**src/tev_pkg.sv**
```systemverilog
/*
  tap event detector: register map, field positions, reset values and
  the recognition state encoding.
  assumes: byte-wide register port, three axes, samples on a tick.
*/
package tev_pkg;
  localparam int NUM_AXES = 3;
  localparam int ADDR_W = 8;
  localparam int DATA_W = 8;
  localparam int CNT_W = 8;

  // register offsets
  localparam logic [ADDR_W-1:0] ROUTING_ADDR = 8'h22;
  localparam logic [ADDR_W-1:0] AXIS_CFG_ADDR = 8'h38;
  localparam logic [ADDR_W-1:0] SOURCE_ADDR = 8'h39;
  localparam logic [ADDR_W-1:0] THRESH_ADDR = 8'h3A;
  localparam logic [ADDR_W-1:0] LIMIT_ADDR = 8'h3B;
  localparam logic [ADDR_W-1:0] LATENCY_ADDR = 8'h3C;
  localparam logic [ADDR_W-1:0] WINDOW_ADDR = 8'h3D;

  // reset values
  localparam logic [DATA_W-1:0] REG_RESET = 8'h00;
  localparam logic [CNT_W-1:0] CNT_ZERO = 8'h00;
  localparam logic [CNT_W-1:0] CNT_ONE = 8'h01;
  localparam logic [CNT_W-1:0] CNT_MAX = 8'hFF;

  // tap_source fields; axis bits z=2 y=1 x=0
  localparam int SRC_IA_BIT = 6;
  localparam int SRC_DBL_BIT = 5;
  localparam int SRC_SGL_BIT = 4;
  localparam int SRC_SIGN_BIT = 3;
  localparam int SRC_AXES_LSB = 0;

  // tap_threshold fields
  localparam int THS_LATCH_BIT = 7;
  localparam int THS_W = 7;

  // tap_axis_config: axis i double at 2i+1, single at 2i
  localparam int CFG_W = 6;

  // first_interrupt_pin_source_routing bits
  localparam int RT_TAP_BIT = 7;
  localparam int RT_IA1_BIT = 6;
  localparam int RT_IA2_BIT = 5;
  localparam int RT_XYZ_BIT = 4;
  localparam int RT_AUX_BIT = 3;
  localparam int RT_WTM_BIT = 2;
  localparam int RT_OVR_BIT = 1;

  typedef enum logic [2:0] {
    ST_IDLE = 3'b000,
    ST_FIRST = 3'b001,
    ST_LATENCY = 3'b010,
    ST_WINDOW = 3'b011,
    ST_SECOND = 3'b100,
    ST_QUIET = 3'b101,
    ST_DRAIN = 3'b110
  } tev_state_type;
endpackage

```
**src/tev_tap_if.sv**
```systemverilog
/*
  carrier between the register side and the tap recognition engine.
  assumes: both ends on core_clk_i.
*/
`timescale 1ns/100ps
interface tev_tap_if;
  import tev_pkg::*;
  logic tick;
  logic [NUM_AXES-1:0] over;
  logic [NUM_AXES-1:0] neg;
  logic [NUM_AXES-1:0] dbl_en;
  logic [NUM_AXES-1:0] sgl_en;
  logic [THS_W-1:0] limit;
  logic [CNT_W-1:0] latency;
  logic [CNT_W-1:0] window;
  logic evt;
  logic evt_double;
  logic [NUM_AXES-1:0] evt_axes;
  logic evt_neg;
  logic hold;

  modport engine (
    input tick, over, neg, dbl_en, sgl_en, limit, latency, window,
    output evt, evt_double, evt_axes, evt_neg, hold
  );
  modport ctrl (
    output tick, over, neg, dbl_en, sgl_en, limit, latency, window,
    input evt, evt_double, evt_axes, evt_neg, hold
  );
endinterface

```
**src/tev_top.sv**
```systemverilog
/*
  tap event detector top: register port, threshold compare per axis,
  tap source flags, latch mode and first interrupt pin routing.
  assumes: samples, tick and event inputs come from logic on core_clk_i.
*/
// The plain strobed port was decided locally.
`timescale 1ns/100ps
module tev_top
  import tev_pkg::*;
#(
  parameter int SAMPLE_W = 8
)
(
  // clock and reset
  input wire logic core_clk_i,
  input wire logic arst_n_i,
  // register port
  input wire logic [ADDR_W-1:0] addr_i,
  input wire logic [DATA_W-1:0] wr_data_i,
  input wire logic wr_i,
  input wire logic rd_i,
  output logic [DATA_W-1:0] rd_data_o,
  // samples, x in the low slice
  input wire logic sample_tick_i,
  input wire logic [NUM_AXES*SAMPLE_W-1:0] accel_i,
  // other event sources
  input wire logic inertial1_evt_i,
  input wire logic inertial2_evt_i,
  input wire logic xyz_ready_i,
  input wire logic aux_ready_i,
  input wire logic fifo_level_i,
  input wire logic fifo_overflow_i,
  // interrupt pin
  output logic first_interrupt_pin_o
);
  tev_tap_if tap ();

  logic [RT_TAP_BIT:RT_OVR_BIT] routing_q;
  logic [CFG_W-1:0] axis_cfg_q;
  logic tap_latch_select_q;
  logic [THS_W-1:0] threshold_q;
  logic [THS_W-1:0] tap_max_duration_q;
  logic [CNT_W-1:0] tap_quiet_interval_q;
  logic [CNT_W-1:0] second_tap_interval_q;
  logic tap_event_flag_q;
  logic tap_sign_q;
  logic [NUM_AXES-1:0] tap_axes_q;
  logic tick_q;
  logic [NUM_AXES-1:0] over_q;
  logic [NUM_AXES-1:0] neg_q;
  logic [NUM_AXES-1:0] dbl_en;
  logic [NUM_AXES-1:0] sgl_en;
  logic double_tap_flag;
  logic single_tap_flag;
  logic source_rd;
  logic tap_irq;
  logic [RT_TAP_BIT:RT_OVR_BIT] sources;
  logic [DATA_W-1:0] source_val;

  // per axis enables and threshold compare
  genvar g;
  generate
    for (g = 0; g < NUM_AXES; g++)
    begin : g_axis
      logic signed [SAMPLE_W-1:0] smp;
      logic [SAMPLE_W-1:0] mag;
      assign dbl_en[g] = axis_cfg_q[2*g+1];
      assign sgl_en[g] = axis_cfg_q[2*g];
      assign smp = accel_i[g*SAMPLE_W +: SAMPLE_W];
      assign mag = smp[SAMPLE_W-1] ? SAMPLE_W'(-smp) : SAMPLE_W'(smp);

      // compare once per new sample
      always_ff @(posedge core_clk_i or negedge arst_n_i)
      begin
        if (!arst_n_i)
        begin
          over_q[g] <= 1'b0;
          neg_q[g] <= 1'b0;
        end
        else if (sample_tick_i)
        begin
          over_q[g] <= mag > SAMPLE_W'(threshold_q);
          neg_q[g] <= smp[SAMPLE_W-1];
        end
      end
    end
  endgenerate

  // tick registered in the same cycle as the compare, one cycle after the input tick
  always_ff @(posedge core_clk_i or negedge arst_n_i)
  begin
    if (!arst_n_i)
      tick_q <= 1'b0;
    else
      tick_q <= sample_tick_i;
  end

  // engine connections
  assign tap.tick = tick_q;
  assign tap.over = over_q;
  assign tap.neg = neg_q;
  assign tap.dbl_en = dbl_en;
  assign tap.sgl_en = sgl_en;
  assign tap.limit = tap_max_duration_q;
  assign tap.latency = tap_quiet_interval_q;
  assign tap.window = second_tap_interval_q;

  tev_tap_engine u_engine (
    .core_clk_i(core_clk_i),
    .arst_n_i(arst_n_i),
    .tap(tap.engine)
  );

  // writable registers
  always_ff @(posedge core_clk_i or negedge arst_n_i)
  begin
    if (!arst_n_i)
    begin
      routing_q <= REG_RESET[RT_TAP_BIT:RT_OVR_BIT];
      axis_cfg_q <= REG_RESET[CFG_W-1:0];
      tap_latch_select_q <= 1'b0;
      threshold_q <= REG_RESET[THS_W-1:0];
      tap_max_duration_q <= REG_RESET[THS_W-1:0];
      tap_quiet_interval_q <= REG_RESET;
      second_tap_interval_q <= REG_RESET;
    end
    else if (wr_i)
    begin
      unique case (addr_i)
        ROUTING_ADDR:
          routing_q <= wr_data_i[RT_TAP_BIT:RT_OVR_BIT];
        AXIS_CFG_ADDR:
          axis_cfg_q <= wr_data_i[CFG_W-1:0];
        THRESH_ADDR:
        begin
          tap_latch_select_q <= wr_data_i[THS_LATCH_BIT];
          threshold_q <= wr_data_i[THS_W-1:0];
        end
        LIMIT_ADDR:
          tap_max_duration_q <= wr_data_i[THS_W-1:0];
        LATENCY_ADDR:
          tap_quiet_interval_q <= wr_data_i;
        WINDOW_ADDR:
          second_tap_interval_q <= wr_data_i;
        default:
          ;
      endcase
    end
  end

  assign source_rd = rd_i && addr_i == SOURCE_ADDR;

  // tap source: set wins over the read clear
  always_ff @(posedge core_clk_i or negedge arst_n_i)
  begin
    if (!arst_n_i)
      tap_event_flag_q <= 1'b0;
    else if (tap.evt)
      tap_event_flag_q <= 1'b1;
    else if (source_rd)
      tap_event_flag_q <= 1'b0;
  end

  // axis and sign of the last event
  always_ff @(posedge core_clk_i or negedge arst_n_i)
  begin
    if (!arst_n_i)
    begin
      tap_axes_q <= '0;
      tap_sign_q <= 1'b0;
    end
    else if (tap.evt)
    begin
      tap_axes_q <= tap.evt_axes;
      tap_sign_q <= tap.evt_neg;
    end
  end

  // detection enable summary
  assign double_tap_flag = |dbl_en;
  assign single_tap_flag = |(sgl_en & ~dbl_en);

  always_comb
  begin
    source_val = REG_RESET;
    source_val[SRC_IA_BIT] = tap_event_flag_q;
    source_val[SRC_DBL_BIT] = double_tap_flag;
    source_val[SRC_SGL_BIT] = single_tap_flag;
    source_val[SRC_SIGN_BIT] = tap_sign_q;
    source_val[SRC_AXES_LSB +: NUM_AXES] = tap_axes_q;
  end

  // read data stand one cycle, zero otherwise
  always_ff @(posedge core_clk_i or negedge arst_n_i)
  begin
    if (!arst_n_i)
      rd_data_o <= REG_RESET;
    else if (rd_i)
    begin
      unique case (addr_i)
        ROUTING_ADDR:
          rd_data_o <= {routing_q, 1'b0};
        AXIS_CFG_ADDR:
          rd_data_o <= {2'b00, axis_cfg_q};
        SOURCE_ADDR:
          rd_data_o <= source_val;
        THRESH_ADDR:
          rd_data_o <= {tap_latch_select_q, threshold_q};
        LIMIT_ADDR:
          rd_data_o <= {1'b0, tap_max_duration_q};
        LATENCY_ADDR:
          rd_data_o <= tap_quiet_interval_q;
        WINDOW_ADDR:
          rd_data_o <= second_tap_interval_q;
        default:
          rd_data_o <= REG_RESET;
      endcase
    end
    else
      rd_data_o <= REG_RESET;
  end

  // latched flag or latency-long hold
  assign tap_irq = tap_latch_select_q ? tap_event_flag_q : tap.hold;

  // routed sources onto the first pin
  always_comb
  begin
    sources = '0;
    sources[RT_TAP_BIT] = tap_irq;
    sources[RT_IA1_BIT] = inertial1_evt_i;
    sources[RT_IA2_BIT] = inertial2_evt_i;
    sources[RT_XYZ_BIT] = xyz_ready_i;
    sources[RT_AUX_BIT] = aux_ready_i;
    sources[RT_WTM_BIT] = fifo_level_i;
    sources[RT_OVR_BIT] = fifo_overflow_i;
  end

  always_ff @(posedge core_clk_i or negedge arst_n_i)
  begin
    if (!arst_n_i)
      first_interrupt_pin_o <= 1'b0;
    else
      first_interrupt_pin_o <= |(sources & routing_q);
  end

  // event sets the active flag next cycle
  flag_set_a: assert property (@(posedge core_clk_i) disable iff (!arst_n_i)
    tap.evt |=> tap_event_flag_q)
    else $error("active flag not set by event");

  // source read clears the flag when no event races it
  read_clear_a: assert property (@(posedge core_clk_i) disable iff (!arst_n_i)
    (source_rd && !tap.evt) |=> !tap_event_flag_q)
    else $error("source read did not clear flag");

  // latched pin stays up until a source read
  latch_hold_a: assert property (@(posedge core_clk_i) disable iff (!arst_n_i)
    (tap_latch_select_q && tap_event_flag_q && !source_rd && routing_q[RT_TAP_BIT]
     && !(wr_i && (addr_i == THRESH_ADDR || addr_i == ROUTING_ADDR))) |=> ##1 first_interrupt_pin_o)
    else $error("latched interrupt dropped early");

  // pin silent with routing all off
  route_off_a: assert property (@(posedge core_clk_i) disable iff (!arst_n_i)
    (routing_q == '0) |=> !first_interrupt_pin_o)
    else $error("pin high with routing off");

  // overflow routed alone reaches the pin
  overflow_pin_a: assert property (@(posedge core_clk_i) disable iff (!arst_n_i)
    (fifo_overflow_i && routing_q[RT_OVR_BIT]) |=> first_interrupt_pin_o)
    else $error("overflow not on pin");

  // no event while all axes stay disabled
  no_enable_a: assert property (@(posedge core_clk_i) disable iff (!arst_n_i)
    (axis_cfg_q == '0 && $past(axis_cfg_q) == '0 && $past(axis_cfg_q, 2) == '0) |-> !tap.evt)
    else $error("event with all axes disabled");

  // read data only in the cycle after a read
  read_data_a: assert property (@(posedge core_clk_i) disable iff (!arst_n_i)
    !$past(rd_i) |-> rd_data_o == REG_RESET)
    else $error("read data outside read cycle");

  // threshold written reads back with latch bit
  thresh_rb_a: assert property (@(posedge core_clk_i) disable iff (!arst_n_i)
    (wr_i && addr_i == THRESH_ADDR) ##1 (rd_i && addr_i == THRESH_ADDR && !wr_i)
      |=> rd_data_o == $past(wr_data_i, 2))
    else $error("threshold readback mismatch");

  // event axes land in the source register
  axes_store_a: assert property (@(posedge core_clk_i) disable iff (!arst_n_i)
    tap.evt |=> tap_axes_q == $past(tap.evt_axes))
    else $error("tap axes not stored");

  // event sign lands in the source register
  sign_store_a: assert property (@(posedge core_clk_i) disable iff (!arst_n_i)
    tap.evt |=> tap_sign_q == $past(tap.evt_neg))
    else $error("tap sign not stored");

  // unlatched pin follows the hold window
  unlatched_pin_a: assert property (@(posedge core_clk_i) disable iff (!arst_n_i)
    (!tap_latch_select_q && tap.hold && routing_q[RT_TAP_BIT]) |=> first_interrupt_pin_o)
    else $error("unlatched interrupt missing during hold");

  // source read returns the active flag
  flag_read_a: assert property (@(posedge core_clk_i) disable iff (!arst_n_i)
    (rd_i && addr_i == SOURCE_ADDR) |=> rd_data_o[SRC_IA_BIT] == $past(tap_event_flag_q))
    else $error("active flag not in read data");

  // axis enables take the written value
  cfg_write_a: assert property (@(posedge core_clk_i) disable iff (!arst_n_i)
    (wr_i && addr_i == AXIS_CFG_ADDR) |=> {2'b00, axis_cfg_q} == ($past(wr_data_i) & 8'h3F))
    else $error("axis enables not written");

  // routing enables take the written value
  route_write_a: assert property (@(posedge core_clk_i) disable iff (!arst_n_i)
    (wr_i && addr_i == ROUTING_ADDR) |=> {routing_q, 1'b0} == ($past(wr_data_i) & 8'hFE))
    else $error("routing enables not written");

  // fifo level routed reaches the pin
  level_pin_a: assert property (@(posedge core_clk_i) disable iff (!arst_n_i)
    (fifo_level_i && routing_q[RT_WTM_BIT]) |=> first_interrupt_pin_o)
    else $error("fifo level not on pin");

  // latency register takes the written value
  latency_write_a: assert property (@(posedge core_clk_i) disable iff (!arst_n_i)
    (wr_i && addr_i == LATENCY_ADDR) |=> tap_quiet_interval_q == $past(wr_data_i))
    else $error("latency not written");
endmodule

```
**src/tev_tap_engine.sv**
```systemverilog
/*
  tap recognition engine: single and double tap timing on sample ticks.
  assumes: over/neg/tick registered by the caller, one tick per sample.
*/
`timescale 1ns/100ps
module tev_tap_engine
  import tev_pkg::*;
(
  // clock and reset
  input wire logic core_clk_i,
  input wire logic arst_n_i,
  // register side
  tev_tap_if.engine tap
);
  tev_state_type state_q, state_d;
  logic [CNT_W-1:0] cnt_q;
  logic dbl_mode_q;
  logic [NUM_AXES-1:0] axes_q;
  logic neg_q;
  logic [NUM_AXES-1:0] live;
  logic any_live;
  logic any_en;
  logic fire;
  logic cnt_next_ge_lat;

  // only enabled axes take part
  assign live = tap.over & (tap.dbl_en | tap.sgl_en);
  assign any_live = |live;
  // a running procedure only counts while one of its axes stays enabled
  assign any_en = |(axes_q & (tap.dbl_en | tap.sgl_en));
  assign cnt_next_ge_lat = (cnt_q + CNT_ONE) >= tap.latency;

  // next state of recognition
  always_comb
  begin
    state_d = state_q;
    fire = 1'b0;
    if (tap.tick)
    begin
      unique case (state_q)
        ST_IDLE:
          if (any_live)
            state_d = ST_FIRST;
        ST_FIRST, ST_SECOND:
          if (!any_live)
          begin
            if (cnt_q < {1'b0, tap.limit} && any_en)
            begin
              if (state_q == ST_FIRST && dbl_mode_q)
                state_d = ST_LATENCY;
              else
              begin
                state_d = ST_QUIET;
                fire = 1'b1;
              end
            end
            else
              state_d = ST_IDLE;
          end
          else if ((cnt_q + CNT_ONE) >= {1'b0, tap.limit})
            state_d = ST_DRAIN;
        ST_LATENCY:
          if (cnt_next_ge_lat)
            state_d = any_live ? ST_SECOND : ST_WINDOW;
        ST_WINDOW:
          if (any_live)
            state_d = ST_SECOND;
          else if ((cnt_q + CNT_ONE) >= tap.window)
            state_d = ST_IDLE;
        ST_QUIET:
          if (cnt_next_ge_lat)
            state_d = any_live ? ST_DRAIN : ST_IDLE;
        ST_DRAIN:
          if (!any_live)
            state_d = ST_IDLE;
        default:
          state_d = ST_IDLE;
      endcase
    end
  end

  // state register
  always_ff @(posedge core_clk_i or negedge arst_n_i)
  begin
    if (!arst_n_i)
      state_q <= ST_IDLE;
    else
      state_q <= state_d;
  end

  // tick counter, restarted at every state change
  always_ff @(posedge core_clk_i or negedge arst_n_i)
  begin
    if (!arst_n_i)
      cnt_q <= CNT_ZERO;
    else if (state_d != state_q)
      cnt_q <= CNT_ZERO;
    else if (tap.tick && cnt_q != CNT_MAX)
      cnt_q <= cnt_q + CNT_ONE;
  end

  // capture axes and sign at the start of each procedure, mode at the start of the first
  always_ff @(posedge core_clk_i or negedge arst_n_i)
  begin
    if (!arst_n_i)
    begin
      axes_q <= '0;
      neg_q <= 1'b0;
      dbl_mode_q <= 1'b0;
    end
    else if (tap.tick && (state_q == ST_IDLE || state_q == ST_LATENCY || state_q == ST_WINDOW)
             && state_d != state_q && any_live)
    begin
      axes_q <= live;
      neg_q <= |(live & tap.neg);
      if (state_q == ST_IDLE)
        dbl_mode_q <= |(live & tap.dbl_en);
    end
  end

  // event pulse and hold window
  always_ff @(posedge core_clk_i or negedge arst_n_i)
  begin
    if (!arst_n_i)
    begin
      tap.evt <= 1'b0;
      tap.evt_double <= 1'b0;
      tap.evt_axes <= '0;
      tap.evt_neg <= 1'b0;
    end
    else
    begin
      tap.evt <= fire;
      if (fire)
      begin
        tap.evt_double <= dbl_mode_q;
        tap.evt_axes <= axes_q;
        tap.evt_neg <= neg_q;
      end
    end
  end

  assign tap.hold = (state_q == ST_QUIET);

  // a double event only after a latency phase
  dbl_path_a: assert property (@(posedge core_clk_i) disable iff (!arst_n_i)
    (fire && dbl_mode_q) |-> state_q == ST_SECOND)
    else $error("double tap without second procedure");

  // no event during the latency phase
  latency_quiet_a: assert property (@(posedge core_clk_i) disable iff (!arst_n_i)
    state_q == ST_LATENCY |-> !fire)
    else $error("event during latency");
endmodule

```
**config.mk**
```make
export PLATFORM = sky130hd
export DESIGN_NAME = tev_top
export DESIGN_NICKNAME = d
export VERILOG_FILES = /design/src/tev_pkg.sv /design/src/tev_tap_if.sv /design/src/tev_top.sv /design/src/tev_tap_engine.sv
export SDC_FILE = /design/constraint.sdc
export NUM_CORES = 1
export LEC_CHECK = 0
export BUFFER_PORTS_ARGS = -buffer_cell sky130_fd_sc_hd__clkbuf_2
export CORE_MARGIN = 10
export CORE_UTILIZATION = 60
export CTS_CLUSTER_SIZE = 10
export DETAILED_ROUTE_END_ITERATION = 10
export HOLD_SLACK_MARGIN = 0.12
export PLACE_DENSITY = 0.81
export SLEW_MARGIN = 25
export SYNTH_ARGS = -nofsm -noshare
export SYNTH_HDL_FRONTEND = slang
export SYNTH_HIERARCHICAL = 1
export SYNTH_SLANG_ARGS = --single-unit
```
**constraint.sdc**
```tcl
create_clock -name core_clk_i -period 4.55 [get_ports core_clk_i]
set_input_delay 0.455 -clock core_clk_i [delete_from_list [all_inputs] [get_ports core_clk_i]]
set_output_delay 0.455 -clock core_clk_i [all_outputs]
set_load 0.02 [all_outputs]
```
==> results.json <==
{
  "status": "complete, no violations",
  "clk_latency_ns": 0.37,
  "fin_crit_ns": 3.57,
  "netlist_instances": 584,
  "p_leak_nw": 3.02,
  "crit_type": "flop to flop",
  "antenna_found_initial": 0,
  "r2r_slack_ns": 0.98,
  "start_util": 0.616,
  "layout-drive-gt1-share": 0.250,
  "switching_share": 0.389,
  "core_mm2": 0.00982,
  "arrival_ns": 3.82,
  "pwr-share-clk": 0.216,
  "cp.required_ns": 4.80,
  "grt_pass1_vias": 4896,
  "cp-endpoint": "u_engine/axes_q[2]",
  "die_x_um": 120,
  "setup_viol": 0,
  "die_y_um": 120,
  "report.final.slew_viol_count": 0,
  "critical_path.cell_chain": "ha_1, nand3_1, nor2_1, xor2_1, ha_1, a41oi_1, a21oi_2, a21oi_4, nor3_1, o41ai_2, a31oi_2, o21ai_2, mux2_1",
  "met2_usage": 0.351,
  "grt_max_degree": 87,
  "fillers": 797,
  "std_cell_rows": 36,
  "vias": 4800,
  "ant_nets": 0,
  "grtUsageTotal": 0.210,
  "seq_power_share": 0.394,
  "worstSetupStartpoint": "u_engine/cnt_q[0]",
  "regToRegEndpoint": "u_engine/axes_q[2]",
  "clkTransAtPathRegs_ns": 0.09,
  "ys_warn_count": 6,
  "cts-root-buf": "clkbuf_8",
  "dp_hpwl_um": 11600,
  "max_stage_delay_ns": 0.49,
  "tns_ns": 0,
  "htreeDepth": 3,
  "netSwitchingPower_uw": 925,
  "mappedNetlistArea_mm2": 0.00605,
  "design_area_mm2": 0.00657,
  "cts_resized": 0,
  "drtIter0Drc": 431,
  "dr.pass1.iters": 6,
  "multiInputGateArea_mm2": 0.00360,
  "overflow": 0,
  "p_per_area_mw_per_mm2": 362,
  "fin_skew_ns": 0.0150,
  "area_growth_pct": 8.56,
  "met1_usage": 0.270,
  "p_int_mw": 1.45,
  "ios": 60,
  "rsz0062_at_grt": "no",
  "antennaDiodeCount": 0,
  "pwr-share-comb": 0.389,
  "routed_via_density": 6.22,
  "place_area_mm2": 0.00638,
  "crit_slowest_cell": "dfrtp_1",
  "hold_viol": 0,
  "cts_buffers": 9,
  "worst_setup_path_start_kind": "flop",
  "drv_cap": 0,
  "cp_common_cell": "ha_1",
  "rr_worst_depth": 13,
  "tightest_slew_ns": 0.756,
  "portBuffers": 59,
  "cts_tree": "built",
  "holdWs_ns": 0.141,
  "slew_headroom": 0.494,
  "die_area_mm2": 0.0145,
  "gp_congestion": 0.911,
  "hold_class": "input port to asynchronous set/reset pin",
  "fin_crit_sh": 0.785,
  "max_freq_mhz": 280,
  "avgSynthCellArea_um2": 10.4,
  "grt-busiest-layer": "met2",
  "post-route-util": 0.669,
  "post_cts_buffers": 0,
  "grt_use_met3": 0.0442,
  "nets": 741,
  "clk_path_buf_depth": 2,
  "drc": 0,
  "holdBufCountCts": 0,
  "cp_max_fo": 8,
  "r2r-start": "u_engine/cnt_q[0]",
  "vdd_ir_drop_max_mv": 0.206,
  "ff_latch_area_mm2": 0.00215,
  "grt_pass1_wl_um": 24900,
  "wirelength_um": 15000,
  "synth_nets": 690,
  "wl_per_cell_um": 19.5,
  "cts_num_sinks": 86,
  "critPathCaptureType": "flop"
}
[registers in the layout (all words and copies together) (netlist names), 3 cells and up]
name / cells
rd_data_o: 8
u_engine/cnt_q: 8
tap.limit: 7
u_engine/tap.evt_axes: 3
axis_cfg_q: 6
threshold_q: 7
tap_axes_q: 3
second_tap_interval_q: 8
tap.latency: 8
neg_q: 3
u_engine/axes_q: 3
u_engine/state_q: 3
routing_q: 7
over_q: 3
[power by group through the flow]
stage	Clock, mW	Combinational [mW]	Sequential [mW]
after detailed placement	0	0.912	0.950
final	0.514	0.925	0.938
after CTS	0.519	0.920	0.935
after global routing	0.556	1.04	0.953
after floorplan	0	0.737	0.900
after global placement	0	0.875	0.946
[critical path, delay by kind of cell, from the launching register on]
family | cells | cell delay [ns]
AOI/OAI and AO/OA | 6 | 1.24
xor gates and xnor gates | 1 | 0.28
DFF | 1 | 0.49
adders and majority gates | 2 | 0.57
and+or+nand+nor | 3 | 0.52
muxes | 1 | 0.36
[cell type report]
type,count,area share
sequential,86,0.328
inverter,44,0.0251
clock buffer,11,0.0231
multi-input combinational,435,0.548
timing repair buffer,59,0.0459
clock inverter,4,0.00457
tap,133,0.0253
[layer usage]
metal / share of wire / wire length, µm
met5: 0 / 0
met4: 0.013 / 194
met3: 0.057 / 852
met2: 0.49 / 7370
met1: 0.44 / 6600
[how the worst min path moves through the flow]
stage | from | depth (start not counted) | slack [ns] | to
final | arst_n_i | 1 | 0.14 | threshold_q[6]
after global routing | arst_n_i | 1 | 0.19 | threshold_q[6]
after CTS | xyz_ready_i | 3 | 0.31 | first_interrupt_pin_o
after detailed placement | u_engine/tap.evt_neg | 1 | 0.49 | u_engine/tap.evt_neg
after global placement | u_engine/neg_q | 1 | 0.48 | u_engine/neg_q
after floorplan | arst_n_i | 0 | 0.16 | axis_cfg_q[0]
[cell usage in the layout (no fill, tap or decap), types with 12 or more instances in the layout]
cell	count
dfrtp_1	86
clkbuf_2	58
ha_1	55
inv_1	43
nor3_1	14
nand2_1	40
o21ai_0	19
nor2b_1	12
mux2_2	51
nor2_1	18
xnor2_1	21
a21oi_1	22
nand3_1	17
[through the flow]
step	std cells	setup slack (ns)	total power, mW
2_1_floorplan	584	1.41	1.64
3_3_place_gp	757	1.13	1.82
3_5_place_dp	757	1.01	1.86
4_1_cts	772	0.995	2.37
5_1_grt	772	0.636	2.55
6_report	772	0.980	2.38
Power figures use the tool's default switching activity.
